$ cat src/ifeb_params.svh
// Constants of the interrupt flag and enable bank: offsets, bit positions, reset values.
`ifndef IFEB_PARAMS_SVH
`define IFEB_PARAMS_SVH

// Byte offsets of the register words.
`define IFEB_OFF_CTL2 8'h00
`define IFEB_OFF_MULTI_FUNCTION_IRQ_ZERO 8'h04
`define IFEB_OFF_CTL1 8'h08
`define IFEB_OFF_STAT 8'h0C
`define IFEB_OFF_MASK 8'h10

// Bit positions inside control two.
`define IFEB_C2_SER_F 6
`define IFEB_C2_EXT_F 5
`define IFEB_C2_TB_F 4
`define IFEB_C2_SER_E 2
`define IFEB_C2_EXT_E 1
`define IFEB_C2_TB_E 0

// Bit positions inside the multi-function register.
`define IFEB_MF_A_F 5
`define IFEB_MF_P_F 4
`define IFEB_MF_A_E 1
`define IFEB_MF_P_E 0

// Global enable position in control one.
`define IFEB_C1_GLOB 0

// Reset values.
`define IFEB_RST_BYTE 8'h00
`define IFEB_RST_SRC 5'h00

// Bus response codes.
`define IFEB_RESP_OKAY 2'h0
`define IFEB_RESP_SLVERR 2'h2

`endif

$ cat src/ifeb_unused_placeholder_removed.sv
// Intentionally empty compilation unit kept out of the build.

$ cat src/ifeb_pkg.sv
// Types shared by the interrupt flag and enable bank.
package ifeb_pkg;

   // One bit per interrupt source, same order everywhere.
   typedef struct packed {
      logic serial;
      logic ext;
      logic tb;
      logic cta;
      logic ctp;
   } ifeb_src_s;

   // Read channel states of the bus slave.
   typedef enum logic [1:0] {
      IFEB_RS_IDLE = 2'b01,
      IFEB_RS_RESP = 2'b10
   } ifeb_rstate_e;

endpackage : ifeb_pkg

$ cat src/ifeb_axil_slave.sv
// AXI4-Lite slave front end of the interrupt flag and enable bank.
`timescale 1ns/1ps
`include "ifeb_params.svh"
module ifeb_axil_slave (
   // Clock and reset.
   input wire logic clk,
   input wire logic reset_n,
   // Write address and data channels.
   input wire logic [7:0] s_axi_awaddr,
   input wire logic s_axi_awvalid,
   output logic s_axi_awready,
   input wire logic [31:0] s_axi_wdata,
   input wire logic [3:0] s_axi_wstrb,
   input wire logic s_axi_wvalid,
   output logic s_axi_wready,
   // Write response channel.
   output logic [1:0] s_axi_bresp,
   output logic s_axi_bvalid,
   input wire logic s_axi_bready,
   // Read channels.
   input wire logic [7:0] s_axi_araddr,
   input wire logic s_axi_arvalid,
   output logic s_axi_arready,
   output logic [31:0] s_axi_rdata,
   output logic [1:0] s_axi_rresp,
   output logic s_axi_rvalid,
   input wire logic s_axi_rready,
   // Register file side.
   output logic wr_en,
   output logic [7:0] wr_addr,
   output logic [7:0] wr_data,
   input wire logic wr_ok,
   output logic rd_en,
   output logic [7:0] rd_addr,
   input wire logic [31:0] rd_data,
   input wire logic rd_ok
);

   logic aw_held_r, aw_held_nxt, w_held_r, w_held_nxt;
   logic [7:0] aw_addr_r, aw_addr_nxt, w_data_r, w_data_nxt;
   logic awready_r, awready_nxt, wready_r, wready_nxt;
   logic bvalid_r, bvalid_nxt;
   logic [1:0] bresp_r, bresp_nxt, rresp_r, rresp_nxt;
   logic arready_r, arready_nxt, rvalid_r, rvalid_nxt;
   logic [31:0] rdata_r, rdata_nxt;
   ifeb_pkg::ifeb_rstate_e rs_r, rs_nxt;

   // Address and data are caught on their own; the write fires once both are held.
   always_comb
   begin
      aw_held_nxt = aw_held_r;
      aw_addr_nxt = aw_addr_r;
      w_held_nxt = w_held_r;
      w_data_nxt = w_data_r;
      bvalid_nxt = bvalid_r;
      bresp_nxt = bresp_r;
      wr_en = aw_held_r && w_held_r && !bvalid_r;
      if (s_axi_awvalid && awready_r)
      begin
         aw_held_nxt = 1'b1;
         aw_addr_nxt = s_axi_awaddr;
      end
      if (s_axi_wvalid && wready_r)
      begin
         w_held_nxt = 1'b1;
         // Only the low lane holds register bits; a write without it writes zero to the register.
         w_data_nxt = s_axi_wstrb[0] ? s_axi_wdata[7:0] : 8'h00;
      end
      if (bvalid_r && s_axi_bready)
         bvalid_nxt = 1'b0;
      if (wr_en)
      begin
         aw_held_nxt = 1'b0;
         w_held_nxt = 1'b0;
         bvalid_nxt = 1'b1;
         bresp_nxt = wr_ok ? `IFEB_RESP_OKAY : `IFEB_RESP_SLVERR;
      end
      awready_nxt = !aw_held_nxt && !bvalid_nxt;
      wready_nxt = !w_held_nxt && !bvalid_nxt;
   end

   // Read: one cycle from the taken address to valid data.
   always_comb
   begin
      rs_nxt = rs_r;
      rdata_nxt = rdata_r;
      rresp_nxt = rresp_r;
      rd_en = 1'b0;
      case (rs_r)
         ifeb_pkg::IFEB_RS_IDLE:
         begin
            // The address counts as taken only while ready is shown, never in the reset gap.
            if (s_axi_arvalid && arready_r)
            begin
               rd_en = 1'b1;
               rdata_nxt = rd_data;
               rresp_nxt = rd_ok ? `IFEB_RESP_OKAY : `IFEB_RESP_SLVERR;
               rs_nxt = ifeb_pkg::IFEB_RS_RESP;
            end
         end
         ifeb_pkg::IFEB_RS_RESP:
         begin
            if (s_axi_rready)
               rs_nxt = ifeb_pkg::IFEB_RS_IDLE;
         end
         default: rs_nxt = ifeb_pkg::IFEB_RS_IDLE;
      endcase
      arready_nxt = (rs_nxt == ifeb_pkg::IFEB_RS_IDLE);
      rvalid_nxt = (rs_nxt == ifeb_pkg::IFEB_RS_RESP);
   end

   // Channel state registers.
   always_ff @(posedge clk or negedge reset_n)
   begin
      if (!reset_n)
      begin
         aw_held_r <= 1'b0;
         aw_addr_r <= 8'h00;
         w_held_r <= 1'b0;
         w_data_r <= 8'h00;
         awready_r <= 1'b0;
         wready_r <= 1'b0;
         bvalid_r <= 1'b0;
         bresp_r <= 2'h0;
         rs_r <= ifeb_pkg::IFEB_RS_IDLE;
         arready_r <= 1'b0;
         rvalid_r <= 1'b0;
         rdata_r <= 32'h00000000;
         rresp_r <= 2'h0;
      end
      else
      begin
         aw_held_r <= aw_held_nxt;
         aw_addr_r <= aw_addr_nxt;
         w_held_r <= w_held_nxt;
         w_data_r <= w_data_nxt;
         awready_r <= awready_nxt;
         wready_r <= wready_nxt;
         bvalid_r <= bvalid_nxt;
         bresp_r <= bresp_nxt;
         rs_r <= rs_nxt;
         arready_r <= arready_nxt;
         rvalid_r <= rvalid_nxt;
         rdata_r <= rdata_nxt;
         rresp_r <= rresp_nxt;
      end
   end

   assign s_axi_awready = awready_r;
   assign s_axi_wready = wready_r;
   assign s_axi_bvalid = bvalid_r;
   assign s_axi_bresp = bresp_r;
   assign s_axi_arready = arready_r;
   assign s_axi_rvalid = rvalid_r;
   assign s_axi_rdata = rdata_r;
   assign s_axi_rresp = rresp_r;
   assign wr_addr = aw_addr_r;
   assign wr_data = w_data_r;
   assign rd_addr = s_axi_araddr;

endmodule : ifeb_axil_slave

$ cat src/ifeb_top.sv
// Interrupt flag and enable bank with its register file and service request outputs.
//
// Our own choices: the address map and the AXI4-Lite slave port.
`timescale 1ns/1ps
`include "ifeb_params.svh"
module ifeb_top #(
   // Set to 1 for the larger variant that carries the serial transfer source.
   parameter bit LARGE_VARIANT = 1'b1
) (
   // Clock and reset.
   input wire logic clk,
   input wire logic reset_n,
   // Write address and data channels.
   input wire logic [7:0] s_axi_awaddr,
   input wire logic s_axi_awvalid,
   output logic s_axi_awready,
   input wire logic [31:0] s_axi_wdata,
   input wire logic [3:0] s_axi_wstrb,
   input wire logic s_axi_wvalid,
   output logic s_axi_wready,
   // Write response channel.
   output logic [1:0] s_axi_bresp,
   output logic s_axi_bvalid,
   input wire logic s_axi_bready,
   // Read channels.
   input wire logic [7:0] s_axi_araddr,
   input wire logic s_axi_arvalid,
   output logic s_axi_arready,
   output logic [31:0] s_axi_rdata,
   output logic [1:0] s_axi_rresp,
   output logic s_axi_rvalid,
   input wire logic s_axi_rready,
   // Source events, one-cycle pulses from logic on this clock.
   input wire ifeb_pkg::ifeb_src_s src_event,
   // Service acknowledges that clear the matching flags.
   input wire ifeb_pkg::ifeb_src_s svc_ack,
   // Requests offered to the servicing logic.
   output ifeb_pkg::ifeb_src_s svc_req,
   // Summary interrupt of unmasked sticky status.
   output logic irq
);

   ifeb_pkg::ifeb_src_s flag_r, flag_nxt, en_r, en_nxt, stat_r, stat_nxt, mask_r, mask_nxt;
   ifeb_pkg::ifeb_src_s req_r, req_nxt, impl;
   logic glob_r, glob_nxt;
   logic irq_r, irq_nxt;
   logic wr_en, rd_en;
   logic [7:0] wr_addr, wr_data, rd_addr;
   logic [31:0] rd_data;

   // True for the five word offsets that hold registers.
   function automatic logic addr_mapped(input logic [7:0] a);
      addr_mapped = (a == `IFEB_OFF_CTL2) || (a == `IFEB_OFF_MULTI_FUNCTION_IRQ_ZERO) || (a == `IFEB_OFF_CTL1) ||
                    (a == `IFEB_OFF_STAT) || (a == `IFEB_OFF_MASK);
   endfunction : addr_mapped

   // Packs the control two byte; bits 7 and 3 stay zero, 6 and 2 only on the large part.
   function automatic logic [7:0] pack_ctl2(input ifeb_pkg::ifeb_src_s f,
                                            input ifeb_pkg::ifeb_src_s e);
      logic [7:0] v;
      v = 8'h00;
      v[`IFEB_C2_SER_F] = f.serial;
      v[`IFEB_C2_EXT_F] = f.ext;
      v[`IFEB_C2_TB_F] = f.tb;
      v[`IFEB_C2_SER_E] = e.serial;
      v[`IFEB_C2_EXT_E] = e.ext;
      v[`IFEB_C2_TB_E] = e.tb;
      pack_ctl2 = v;
   endfunction : pack_ctl2

   // Packs the multi-function byte; bits 7:6 and 3:2 stay zero.
   function automatic logic [7:0] pack_multi_function_irq_zero(input ifeb_pkg::ifeb_src_s f,
                                            input ifeb_pkg::ifeb_src_s e);
      logic [7:0] v;
      v = 8'h00;
      v[`IFEB_MF_A_F] = f.cta;
      v[`IFEB_MF_P_F] = f.ctp;
      v[`IFEB_MF_A_E] = e.cta;
      v[`IFEB_MF_P_E] = e.ctp;
      pack_multi_function_irq_zero = v;
   endfunction : pack_multi_function_irq_zero

   // Packs a status or mask word in source order, serial at the top.
   function automatic logic [7:0] pack_src(input ifeb_pkg::ifeb_src_s s);
      pack_src = {3'h0, s};
   endfunction : pack_src

   // Bus front end; it answers unmapped offsets with SLVERR.
   ifeb_axil_slave u_bus (
      .clk(clk),
      .reset_n(reset_n),
      .s_axi_awaddr(s_axi_awaddr),
      .s_axi_awvalid(s_axi_awvalid),
      .s_axi_awready(s_axi_awready),
      .s_axi_wdata(s_axi_wdata),
      .s_axi_wstrb(s_axi_wstrb),
      .s_axi_wvalid(s_axi_wvalid),
      .s_axi_wready(s_axi_wready),
      .s_axi_bresp(s_axi_bresp),
      .s_axi_bvalid(s_axi_bvalid),
      .s_axi_bready(s_axi_bready),
      .s_axi_araddr(s_axi_araddr),
      .s_axi_arvalid(s_axi_arvalid),
      .s_axi_arready(s_axi_arready),
      .s_axi_rdata(s_axi_rdata),
      .s_axi_rresp(s_axi_rresp),
      .s_axi_rvalid(s_axi_rvalid),
      .s_axi_rready(s_axi_rready),
      .wr_en(wr_en),
      .wr_addr(wr_addr),
      .wr_data(wr_data),
      .wr_ok(addr_mapped(wr_addr)),
      .rd_en(rd_en),
      .rd_addr(rd_addr),
      .rd_data(rd_data),
      .rd_ok(addr_mapped(rd_addr))
   );

   // The serial source simply does not exist on the small variant.
   assign impl = '{serial: LARGE_VARIANT, ext: 1'b1, tb: 1'b1, cta: 1'b1, ctp: 1'b1};

   // Read mux; unmapped offsets and all bits above the low byte read as zero.
   always_comb
   begin
      rd_data = 32'h00000000;
      case (rd_addr)
         `IFEB_OFF_CTL2: rd_data[7:0] = pack_ctl2(flag_r, en_r);
         `IFEB_OFF_MULTI_FUNCTION_IRQ_ZERO: rd_data[7:0] = pack_multi_function_irq_zero(flag_r, en_r);
         `IFEB_OFF_CTL1: rd_data[`IFEB_C1_GLOB] = glob_r;
         `IFEB_OFF_STAT: rd_data[7:0] = pack_src(stat_r);
         `IFEB_OFF_MASK: rd_data[7:0] = pack_src(mask_r);
         default: rd_data = 32'h00000000;
      endcase
   end

   // Flags and enables: an event wins over both a software write and an acknowledge,
   // so a request arriving in the clearing cycle is never lost.
   always_comb
   begin
      flag_nxt = flag_r & ~svc_ack;
      en_nxt = en_r;
      glob_nxt = glob_r;
      mask_nxt = mask_r;
      if (wr_en && wr_addr == `IFEB_OFF_CTL2)
      begin
         flag_nxt.serial = wr_data[`IFEB_C2_SER_F];
         flag_nxt.ext = wr_data[`IFEB_C2_EXT_F];
         flag_nxt.tb = wr_data[`IFEB_C2_TB_F];
         en_nxt.serial = wr_data[`IFEB_C2_SER_E];
         en_nxt.ext = wr_data[`IFEB_C2_EXT_E];
         en_nxt.tb = wr_data[`IFEB_C2_TB_E];
      end
      if (wr_en && wr_addr == `IFEB_OFF_MULTI_FUNCTION_IRQ_ZERO)
      begin
         flag_nxt.cta = wr_data[`IFEB_MF_A_F];
         flag_nxt.ctp = wr_data[`IFEB_MF_P_F];
         en_nxt.cta = wr_data[`IFEB_MF_A_E];
         en_nxt.ctp = wr_data[`IFEB_MF_P_E];
      end
      if (wr_en && wr_addr == `IFEB_OFF_CTL1)
         glob_nxt = wr_data[`IFEB_C1_GLOB];
      if (wr_en && wr_addr == `IFEB_OFF_MASK)
         mask_nxt = wr_data[4:0];
      flag_nxt = (flag_nxt | src_event) & impl;
      en_nxt = en_nxt & impl;
      mask_nxt = mask_nxt & impl;
   end

   // Sticky status is write-one-to-clear, and a new event beats the clear.
   always_comb
   begin
      stat_nxt = stat_r;
      if (wr_en && wr_addr == `IFEB_OFF_STAT)
         stat_nxt = stat_r & ~wr_data[4:0];
      stat_nxt = (stat_nxt | src_event) & impl;
   end

   // Requests need flag, enable and the global enable together.
   always_comb
   begin
      req_nxt = glob_r ? (flag_r & en_r) : `IFEB_RST_SRC;
      irq_nxt = |(stat_r & mask_r);
   end

   // State registers; every flag and enable is clear after reset.
   always_ff @(posedge clk or negedge reset_n)
   begin
      if (!reset_n)
      begin
         flag_r <= `IFEB_RST_SRC;
         en_r <= `IFEB_RST_SRC;
         glob_r <= 1'b0;
         stat_r <= `IFEB_RST_SRC;
         mask_r <= `IFEB_RST_SRC;
         req_r <= `IFEB_RST_SRC;
         irq_r <= 1'b0;
      end
      else
      begin
         flag_r <= flag_nxt;
         en_r <= en_nxt;
         glob_r <= glob_nxt;
         stat_r <= stat_nxt;
         mask_r <= mask_nxt;
         req_r <= req_nxt;
         irq_r <= irq_nxt;
      end
   end

   assign svc_req = req_r;
   assign irq = irq_r;

   // Checks of the flag, enable and request relations.
   property p_ext_set;
      @(posedge clk) disable iff (!reset_n) src_event.ext |=> flag_r.ext;
   endproperty
   a_ext_set: assert property (p_ext_set) else $error("pin one event did not set flag");

   property p_tb_set;
      @(posedge clk) disable iff (!reset_n) src_event.tb |=> flag_r.tb;
   endproperty
   a_tb_set: assert property (p_tb_set) else $error("time base event did not set flag");

   property p_ext_req;
      @(posedge clk) disable iff (!reset_n)
         (flag_r.ext && en_r.ext && glob_r) |=> svc_req.ext;
   endproperty
   a_ext_req: assert property (p_ext_req) else $error("pin one request missing");

   property p_tb_gate;
      @(posedge clk) disable iff (!reset_n) !en_r.tb |=> !svc_req.tb;
   endproperty
   a_tb_gate: assert property (p_tb_gate) else $error("time base request while disabled");

   property p_serial_absent;
      @(posedge clk) disable iff (!reset_n) !LARGE_VARIANT |-> !flag_r.serial && !en_r.serial;
   endproperty
   a_serial_absent: assert property (p_serial_absent) else $error("serial bits on small part");

   property p_cta_set;
      @(posedge clk) disable iff (!reset_n) src_event.cta |=> flag_r.cta && stat_r.cta;
   endproperty
   a_cta_set: assert property (p_cta_set) else $error("timer A event did not set flag");

   property p_ctp_sticky;
      @(posedge clk) disable iff (!reset_n)
         (flag_r.ctp && !svc_ack.ctp && !wr_en) |=> flag_r.ctp;
   endproperty
   a_ctp_sticky: assert property (p_ctp_sticky) else $error("timer P flag dropped alone");

   property p_cta_req;
      @(posedge clk) disable iff (!reset_n)
         svc_req.cta |-> $past(flag_r.cta) && $past(en_r.cta);
   endproperty
   a_cta_req: assert property (p_cta_req) else $error("timer A request without cause");

   property p_rsvd_zero;
      @(posedge clk) disable iff (!reset_n)
         (rd_addr == `IFEB_OFF_CTL2 || rd_addr == `IFEB_OFF_MULTI_FUNCTION_IRQ_ZERO) |->
            (rd_data & ((rd_addr == `IFEB_OFF_CTL2) ? 32'hFFFF_FF88 : 32'hFFFF_FFCC)) == 32'h0;
   endproperty
   a_rsvd_zero: assert property (p_rsvd_zero) else $error("reserved bit reads one");

   property p_ctp_req;
      @(posedge clk) disable iff (!reset_n)
         (flag_r.ctp && en_r.ctp && glob_r) ##1 1'b1 |-> svc_req.ctp;
   endproperty
   a_ctp_req: assert property (p_ctp_req) else $error("timer P request missing");

   property p_req_cause;
      @(posedge clk) disable iff (!reset_n)
         $rose(svc_req.ext) |-> $past(flag_r.ext & en_r.ext);
   endproperty
   a_req_cause: assert property (p_req_cause) else $error("request rose without flag");

   property p_glob_off;
      @(posedge clk) disable iff (!reset_n) !glob_r |=> svc_req == `IFEB_RST_SRC;
   endproperty
   a_glob_off: assert property (p_glob_off) else $error("request with global off");

   // Main scenarios worth seeing.
   c_ext_req: cover property (@(posedge clk) disable iff (!reset_n) $rose(svc_req.ext));
   c_irq: cover property (@(posedge clk) disable iff (!reset_n) $rose(irq));
   c_ack_race: cover property (@(posedge clk) disable iff (!reset_n)
      svc_ack.tb && src_event.tb);
   c_serial_req: cover property (@(posedge clk) disable iff (!reset_n) svc_req.serial);

endmodule : ifeb_top

$ cat config.mk
export PLATFORM = sky130hd
export DESIGN_NAME = ifeb_top
export DESIGN_NICKNAME = d
export VERILOG_FILES = /design/src/ifeb_unused_placeholder_removed.sv /design/src/ifeb_pkg.sv /design/src/ifeb_axil_slave.sv /design/src/ifeb_top.sv
export VERILOG_INCLUDE_DIRS = /design/src /design/src/src
export SDC_FILE = /design/constraint.sdc
export NUM_CORES = 1
export LEC_CHECK = 0
export BUFFER_PORTS_ARGS = -buffer_cell sky130_fd_sc_hd__buf_4
export CORE_MARGIN = 3
export CORE_UTILIZATION = 55
export CTS_CLUSTER_SIZE = 24
export DETAILED_ROUTE_END_ITERATION = 10
export MAX_ROUTING_LAYER = met4
export PLACE_DENSITY = 0.85
export SETUP_SLACK_MARGIN = 0.4
export SLEW_MARGIN = 20
export SYNTH_ARGS = -nofsm -noshare
export SYNTH_HDL_FRONTEND = slang
export SYNTH_HIERARCHICAL = 1
export SYNTH_SLANG_ARGS = --single-unit
$ cat constraint.sdc
create_clock -name clk -period 4.5 [get_ports clk]
set_input_delay 0.225 -clock clk [delete_from_list [all_inputs] [get_ports clk]]
set_output_delay 0.225 -clock clk [all_outputs]
set_load 0.02 [all_outputs]
# Yosys cells after proc, flatten, opt, wreduce, memory -nomap -nowiden
# Cells that the tools add are included.
# W data, S select, Z words.
# word_totals
output_inout_bits	47
elab_cells	107
inputBits	69
regBits	63
# op_classes
n_reduce_logical	29
bitwise_logic	8
muxes	18
eq_ne	12
# op_table
operator	count
$eq A8 B4 Y1 const B	4
$pmux W6 S4	1
$and A5 B5 Y5	4
$eq A8 B3 Y1 const B	2
$eq A8 B5 Y1 const B	2
$logic_not A8 Y1	2
$logic_and A1 B1 Y1	13
$mux W2	5
$mux W5	2
$not A5 Y5	2
$or A5 B5 Y5	2
$logic_or A1 B1 Y1	8
$mux W7	1
$mux W1	6
$pmux W1 S5	1
$reduce_or A5 Y1	1
$eq A2 B1 Y1 const B	2
$eq A2 B2 Y1 const B	2
$logic_not A1 Y1	4
$pmux W2 S2	1
$mux W3	1
$reduce_and A2 Y1	1

# Logic depth before layout (Yosys ltp)
# Gate-level depths: netlist (run 1).
# logic_depth
ltp_word	6
mapped_depth	6
mapped_depth_nobuf	5

# Cells and area by module
# Netlist (run 1), hierarchy kept.
# modules_own_cells
module	cells_per_inst	seq_area_each_um2	instances	area_each_um2
ifeb_axil_slave	170	1477.7	1	2363.5
ifeb_top	127	675.6	1	1415.1

# Worst setup path before layout (run 1)
# OpenSTA, ideal clock, no wires.
# synth_timing
path_type	register -> register
startpoint	register u_bus.bvalid_r, in the netlist u_bus/s_axi_bvalid
endpoint	register en_r[2] in the netlist's numbering
t_required_ns	4.375
slack_ns	2.755
setup_time_ns	0.125
path_stages_with_launch	6
path_buffers	1
t_arrival_ns	1.621
synth_period_minus_slack_ns	1.745
cell_sequence	dfrtp_1 > nor2_1 > nor4b_4 > and3_1 > buf_2 > mux2_2
# synth_between
elab_chain_len	3
# synth_lines
item	line_no	source
start: declaration	ifeb_axil_slave.sv:42	logic bvalid_r, bvalid_nxt;
start signal: assignment	ifeb_axil_slave.sv:139	bvalid_r <= bvalid_nxt;
$logic_not A1 Y1	ifeb_axil_slave.sv:57	wr_en = aw_held_r && w_held_r && !bvalid_r;
$logic_and A1 B1 Y1	ifeb_axil_slave.sv:57	
via wr_en	ifeb_top.sv:47	logic wr_en, rd_en;
$logic_and A1 B1 Y1 (no line)	--	
end signal: assignment	ifeb_top.sv:191	en_r <= `IFEB_RST_SRC;
end signal: assignment	ifeb_top.sv:201	en_r <= en_nxt;
end: declaration	ifeb_top.sv:43	ifeb_pkg::ifeb_src_s flag_r, flag_nxt, en_r, en_nxt, stat_r, stat_nxt, mask_r, mask_nxt;
# The timed path passes the listed nets, and every way through them passes these cells.
# A chain may end at the register's enable or synchronous reset.

# Worst setup path after layout (run 1)
# layout_timing
startpoint	register u_bus.bvalid_r, in the netlist u_bus/s_axi_bvalid
endpoint	register en_r[3] in the netlist's numbering
# Same word-level chain as after synthesis.

==> impl_summary.txt, run 1 <==
----------------------------------------------------
[Outcome]
  Result of the run ... finished, final reports clean

[Global routing]
  Wire length of the first global-routing pass ... ~12000 µm
  GR Overflow Total ... 0
  Vias in the first global route ... 2563
  Global Route Usage Sum ... 0.211
  Initial antenna violation count ... 0
  Maximum number of pins on one net before global-route repair ... 86

[Timing]
  Fin. max-slew vios ... 0
  Slew at the pin closest to its max-slew limit ... 0.729 ns
  Fin Setup TNS ... 0 ns
  Post-layout minimum cycle time ... 2.33 ns
  Worst Skew ... ~0.011 ns
  Setup violations, final ... 0
  FMAX ... 0.429 GHz
  Hold Vio Cnt, Final ... 0
  Worst slew slack as a fraction of its limit ... 0.514
  Final Cycle Share ... 0.519
  Unrepaired setup endpoints after global routing ... no

[Pwr]
  Total power density per cell area ... around 600 nW/µm²
  Sequential power share ... 0.435
  Portion of total power attributed to combinational logic ... 0.352
  Design internal power ... between 1500 and 2000 µW
  Switching share of total power ... 0.350
  Share of power burned in the clock network ... 0.212
  Tot Pwr ... 2780 µW
  IR drop worst, VDD ... between 0.4 and 0.5 mV
  Static leakage power ... around 0.0023 µW
  Switching pwr ... 973 µW

[Clocking]
  CTS clock-pin slew for the worst setup and hold paths ... approximately 0.090 ns
  Post-CTS setup repair buffer count ... 0
  Sinks on the clock net ... 85
  Resize count post-CTS ... 0
  TritonCTS clock tree ... yes
  Hold buffer count at cts ... 0
  Clock latency on the worst-skew pair ... 0.35 ns
  Buffer type at the clock tree root ... sky130_fd_sc_hd__clkbuf_8
  Number of buffers created by CTS ... 9
  Clock H-tree levels ... 3
  Maximum buffer depth of the clock tree ... 2

[Setup path]
  Worst Setup Start Kind ... register
  Setup slack on the worst flop-to-flop path ... roughly 2.2 ns
  R2r worst-path depth ... 4
  Largest fanout on the critical path ... 11
  Data arrival at the endpoint of the critical path ... ~2.6 ns
  Crit Reg-Reg Startpoint ... u_bus/s_axi_bvalid
  Critical path endpoint category ... register
  Critical Path RT ... 4.73 ns
  Kind of critical path ... reg -> reg
  Worst reg2reg endpoint ... en_r[3]

[Floorplan]
  Total die area ... around 7800 µm²
  Boundary Pins ... 116
  Initial Utilization ... 0.579
  Width of the die ... 88.4 µm
  Number of core rows ... 29
  Die H ... 88.4 µm
  Area of the core region ... 6460 µm²

[Drt]
  Number of iterations in the first detailed-routing pass ... 4
  Final routed DRC violation total ... 0
  Total Wirelength ... 7400 µm
  Average wire per standard cell ... 15.6 µm
  Number of vias per cell ... 5.39
  Met2 wire length ... 3670 µm
  Met3 wire length ... 470 µm
  Detailed router's first-iteration violation count ... 175
  Topmost layer with routed signal wires ... met4
  Remaining antenna violation count ... 0
  Met1 routed wirelength after detailed routing ... 3140 µm
  Via count ... 2559

[Final layout]
  Share of layout cells above drive strength 1 ... 0.412
  Area Overhead vs Synth ... 24.1%
  Diodes inserted ... 0
  Number of nets in the finished design ... approximately 460
  Filler instances ... 472

[Min path]
  Number of instances on the worst hold path ... 2
  Worst min-delay path endpoint ... stat_r[4]
  Startpoint of the tightest hold check path ... src_event[4]
  Worst min-delay path category ... in -> reg

[Place]
  DP HPWL ... 5320 µm
  Last weighted congestion value of the routability-driven placer ... 0.903
  Port-buffer cells ... between 80 and 90

[Synthesis]
  Gate count of the mapped netlist ... 292
  Mean Syn Cell Area ... 12.8 µm²
  Synth warn ... 6
  Combined area of all synthesized cells ... approximately 3700 µm²

[Run]
  Maxcap violations ... 0

----------------------------------------------------
## layer usage
metal	vias up	track usage
met5	-	-
met4	0	0.0893
met2	101	0.341
met3	14	0.0354
met1	1242	0.264
li1	1202	-
## area by class of cell
cell class              count  area (µm²)  share of cell area
clock buffers               9         124              0.0267
clock inverters             7        96.3              0.0208
inverters                   9        33.8             0.00728
multi-input cells         202        1510               0.325
flip-flops and latches     85        2130               0.459
well taps                  77        96.3              0.0208
repair buffers             86         652               0.141
## registers in the layout (all words and copies together), names as in the netlist, 2 cells and up
name,count
u_bus/rs_r,2
en_r,5
svc_req,5
u_bus/s_axi_rdata,32
stat_r,5
mask_r,5
flag_r,5
u_bus/wr_data,7
u_bus/wr_addr,8
## worst max-delay path, stage by stage (launching register included)
cell                      delay, ns
sky130_fd_sc_hd__dfrtp_1       0.40
sky130_fd_sc_hd__nor2_1        0.37
sky130_fd_sc_hd__nor4b_4       0.66
sky130_fd_sc_hd__and3_1        0.41
sky130_fd_sc_hd__mux2_2        0.37
## worst max path at each step
stage	slack, ns	endpoint	startpoint	depth (start not counted)
floorplan	2.75	en_r[2]	u_bus/s_axi_bvalid	5
global placement	2.31	en_r[2]	u_bus/s_axi_bvalid	4
detailed placement	2.27	en_r[4]	u_bus/s_axi_bvalid	4
CTS	2.18	en_r[4]	u_bus/s_axi_bvalid	4
global route	1.97	en_r[4]	u_bus/aw_held_r	5
finish	2.17	en_r[3]	u_bus/s_axi_bvalid	4
## power by group through the flow
stage / Sequential, µW / Combinational, µW / Clock [µW]
6_report: 1210 / 980 / 590
5_1_grt: 1250 / 1070 / 635
4_1_cts: 1210 / 992 / 604
3_5_place_dp: 1230 / 984 / 0
3_3_place_gp: 1210 / 951 / 0
2_1_floorplan: 1360 / 473 / 0
## placed cells by master, fill, tap and decap left out, types with 2 or more instances in the layout
master and instances:
sky130_fd_sc_hd__dfrtp_1 84, sky130_fd_sc_hd__buf_4 84, sky130_fd_sc_hd__mux2_2 51, sky130_fd_sc_hd__conb_1 27, sky130_fd_sc_hd__nand2_1 22, sky130_fd_sc_hd__o21ai_0 12, sky130_fd_sc_hd__nor2_1 11, sky130_fd_sc_hd__inv_1 9
sky130_fd_sc_hd__clkbuf_8 9, sky130_fd_sc_hd__a21oi_1 8, sky130_fd_sc_hd__and3_1 7, sky130_fd_sc_hd__nand4_1 6, sky130_fd_sc_hd__a21o_1 6, sky130_fd_sc_hd__nand3_1 6, sky130_fd_sc_hd__mux2i_1 5, sky130_fd_sc_hd__nor2b_1 4
sky130_fd_sc_hd__nand2b_1 4, sky130_fd_sc_hd__and2_1 3, sky130_fd_sc_hd__a41oi_1 3, sky130_fd_sc_hd__mux2_4 3, sky130_fd_sc_hd__inv_6 3, sky130_fd_sc_hd__nand4b_1 2, sky130_fd_sc_hd__a22oi_1 2, sky130_fd_sc_hd__or2_2 2
sky130_fd_sc_hd__a31oi_1 2, sky130_fd_sc_hd__clkinv_2 2, sky130_fd_sc_hd__bufinv_16 2, sky130_fd_sc_hd__ha_1 2
## through the flow
step	hold slack [ns]	utilization	cells	instance area (µm²)	setup slack [ns]
after floorplan	-0.0706	-	317	3830	2.75
after global placement	0.422	0.682	458	4410	2.31
after detailed placement	0.430	0.682	458	4410	2.27
after CTS	0.0544	0.716	474	4630	2.18
after global routing	0.0627	0.718	475	4640	1.97
final	0.0734	0.718	475	4640	2.17
Note: power is estimated with default switching activity, not from simulation.
==> inputs of run 2 (changes only) <==
--- a/config.mk
+++ b/config.mk
@@ -8,11 +8,11 @@
 export LEC_CHECK = 0
 export BUFFER_PORTS_ARGS = -buffer_cell sky130_fd_sc_hd__buf_4
 export CORE_MARGIN = 3
-export CORE_UTILIZATION = 55
+export CORE_UTILIZATION = 47
 export CTS_CLUSTER_SIZE = 24
 export DETAILED_ROUTE_END_ITERATION = 10
 export MAX_ROUTING_LAYER = met4
-export PLACE_DENSITY = 0.85
+export PLACE_DENSITY = 0.77
 export SETUP_SLACK_MARGIN = 0.4
 export SLEW_MARGIN = 20
 export SYNTH_ARGS = -nofsm -noshare
==> constraint.sdc (replaced) <==
create_clock -name clk -period 1.9 [get_ports clk]
set_input_delay 0.095 -clock clk [delete_from_list [all_inputs] [get_ports clk]]
set_output_delay 0.095 -clock clk [all_outputs]
set_load 0.02 [all_outputs]
==> run 2 against run 1 <==
  * Combinational power increased to 2.8 times the previous value
  * Final cell count is 13% higher
  * Utilization decreased by 3.0 points
  * Critical endpoint is now en_r[0]
  * Largest cell class unchanged
==> impl_summary.txt, run 2 (synthesized netlist as in run 1, its figures left out) <==
----------------------------------------------------
[Outcome]
  Result of the run ... finished, final reports clean

[Final layout]
  Highest-count cells in the layout ignoring fill and taps ... sky130_fd_sc_hd__buf_4 (99), sky130_fd_sc_hd__dfrtp_1 (83), sky130_fd_sc_hd__mux2_2 (43)
  Share of layout cells above drive strength 1 ... 0.450 (+0.0375)
  Storage element area ... 2130 µm² (about the same)
  Diodes inserted ... 0 (unchanged)
  Area Overhead vs Synth ... 37.8%
  Number of flip-flops under the largest register name ... 32 (unchanged)
  Area occupied by multi-input gates ... 1600 µm² (+6.2%)
  Filler instances ... 572 (+21%)
  Most frequent standard cell in the layout excluding fill and tap cells ... sky130_fd_sc_hd__buf_4
  Number of nets in the finished design ... 502 (+8.2%)
  Final std cells w/o fill ... 535 (+13%)

[Floorplan]
  Boundary Pins ... 116 (unchanged)
  Area of the core region ... 7490 µm² (+16%)
  Initial Utilization ... 0.499 (-0.0794)
  Width of the die ... 95.2 µm (+7.6%)
  Number of core rows ... 31 (+6.9%)
  Die H ... 95.2 µm (+7.6%)
  Total die area ... 9060 µm² (+16%)

[Drt]
  Total Wirelength ... 8330 µm (+13%)
  Number of iterations in the first detailed-routing pass ... 4 (unchanged)
  Via count ... 2763 (+8.0%)
  Remaining antenna violation count ... 0 (unchanged)
  Final routed DRC violation total ... 0 (unchanged)
  Average wire per standard cell ... 15.6 µm (about the same)
  Detailed router's first-iteration violation count ... 113 (-35%)
  Number of vias per cell ... 5.16 (-4.1%)

[Global routing]
  Maximum number of pins on one net before global-route repair ... 42 (-51%)
  Initial antenna violation count ... 0 (unchanged)
  Vias in the first global route ... 2791 (+8.9%)
  Global Route Usage Sum ... 0.202 (-0.00891)
  Wire length of the first global-routing pass ... 13600 µm (+11%)
  GR Overflow Total ... 0 (unchanged)

[Timing]
  Post-layout minimum cycle time ... 1.58 ns (-0.750 ns)
  Slew at the pin closest to its max-slew limit ... 0.552 ns (-0.177 ns)
  Final Cycle Share ... 0.833 (+0.315)
  Hold Vio Cnt, Final ... 0 (unchanged)
  Fin Setup TNS ... 0 ns (unchanged)
  Worst slew slack as a fraction of its limit ... 0.632 (+0.118)
  Setup violations, final ... 0 (unchanged)
  Worst Skew ... 0.00752 ns (-0.00344 ns)
  Unrepaired setup endpoints after global routing ... yes
  FMAX ... 0.632 GHz (+47%)
  Fin. max-slew vios ... 0 (unchanged)

[Setup path]
  Largest fanout on the critical path ... 6 (-5)
  Crit-path leading delay family ... simple AND/OR/NAND/NOR gates
  R2r worst-path depth ... 5 (+1)
  CP bufs+invs ... 1 (+1)
  Kind of critical path ... reg -> reg
  Worst Setup Start Kind ... register
  Crit path max-delay cell type ... sky130_fd_sc_hd__dfrtp_2
  Total number of cells along the worst setup path ... 5 (+1)
  Data arrival at the endpoint of the critical path ... 1.81 ns (-0.76 ns)
  Critical Path RT ... 2.13 ns (-2.60 ns)
  Critical path endpoint category ... register
  Longest individual stage delay on the worst path ... 0.43 ns (-0.23 ns)
  Ordered cell list for the critical path ... nor2_4 -> nor4b_4 -> buf_6 -> nand4b_4 -> mux2_4

[Min path]
  Number of instances on the worst hold path ... 3 (+1)
  Worst min-delay path category ... in -> reg

[Clocking]
  Sinks on the clock net ... 85 (unchanged)
  CTS clock-pin slew for the worst setup and hold paths ... 0.08 ns (about the same)
  Maximum buffer depth of the clock tree ... 2 (unchanged)
  Clock H-tree levels ... 3 (unchanged)
  Buffer type at the clock tree root ... sky130_fd_sc_hd__clkbuf_8
  Clock latency on the worst-skew pair ... 0.34 ns (about the same)
  Number of buffers created by CTS ... 9 (unchanged)
  TritonCTS clock tree ... yes

[Place]
  Post-Place Cells ... 486 (+6.1%)
  Port-buffer cells ... 85 (unchanged)
  Last weighted congestion value of the routability-driven placer ... 0.811 (-10%)
  DP HPWL ... 5600 µm (+5.4%)

[Pwr]
  IR drop worst, VDD ... 0.882 mV (+120%)
  Static leakage power ... 0.00252 µW (+9.4%)
  Total power density per cell area ... 1370 nW/µm² (+130%)

[Run]
  Maxcap violations ... 0 (unchanged)

----------------------------------------------------
[run 2: cell types whose count changed in the layout (fill, tap and decap cells not counted), moves of 3 or more]
cell	change
sky130_fd_sc_hd__buf_4	+15
sky130_fd_sc_hd__buf_6	+3
sky130_fd_sc_hd__dlygate4sd3_1	+17
sky130_fd_sc_hd__inv_6	-3
sky130_fd_sc_hd__mux2_2	-8
sky130_fd_sc_hd__mux2_4	+8
[run 2: worst paths after layout]
kind	from	end	slack, ns
min in group asynchronous	reset_n	u_bus/s_axi_rdata[30]	0.28
max	u_bus/s_axi_bvalid	en_r[0]	0.32
max reg2reg	u_bus/s_axi_bvalid	en_r[0]	0.32
max in group asynchronous	reset_n	u_bus/wr_data[3]	1.02
min reg2reg	u_bus/s_axi_rdata[20]	u_bus/s_axi_rdata[20]	0.52
min	svc_ack[2]	flag_r[2]	0.007
[run 2: metal layers]
metal,up-vias,part of all wire,global-route usage
met2,87,0.53,0.325
met1,1394,0.41,0.255
met3,11,0.045,0.0316
li1,1271,-,-
met4,0,0.014,0.0865
met5,-,0,-
[run 2: final cells by class]
cell class / count / share of cell area
clock buffers: 10 / 0.0267
clock inverters: 6 / 0.0168
inverters: 9 / 0.00656
multi-input cells: 202 / 0.311
flip-flops and latches: 85 / 0.414
well taps: 99 / 0.0241
repair buffers: 124 / 0.201
[run 2: per-stage QoR]
stage / total power [µW] / setup slack (ns) / cell area (µm²) / util / hold slack (ns)
after floorplan: 4380 / 0.344 / 3860 / - / -0.201
after global placement: 5230 / 0.241 / 4530 / 0.605 / 0.113
after detailed placement: 5330 / 0.208 / 4530 / 0.605 / 0.119
after CTS: 6970 / 0.337 / 5070 / 0.677 / 0.00332
after global routing: 7430 / 0.234 / 5150 / 0.688 / 0.0187
final: 7030 / 0.317 / 5150 / 0.688 / 0.00747
[run 2: worst reg2reg max path, cell delays in order, from the launching register on]
cell and delay [ns]:
sky130_fd_sc_hd__dfrtp_2 0.43, sky130_fd_sc_hd__nor2_4 0.13, sky130_fd_sc_hd__nor4b_4 0.27, sky130_fd_sc_hd__buf_6 0.18, sky130_fd_sc_hd__nand4b_4 0.15, sky130_fd_sc_hd__mux2_4 0.33
[run 2: timing repair]
action	CTS	global route
resized for setup	7	15
endpoints found under the setup margin	51	53
setup buffers	11	3
pin swaps	4	10
hold endpoints to repair	57	0
hold buffers	18	0
cloned	1	0
[run 2: power by group]
| part | switching [µW] | leakage (µW) | internal, µW |
|---|---|---|---|
| clock network | 638 | 0.000112 | 774 |
| logic | 1310 | 0.00136 | 1400 |
| registers | 503 | 0.00104 | 2410 |
| total | 2450 | 0.00252 | 4580 |
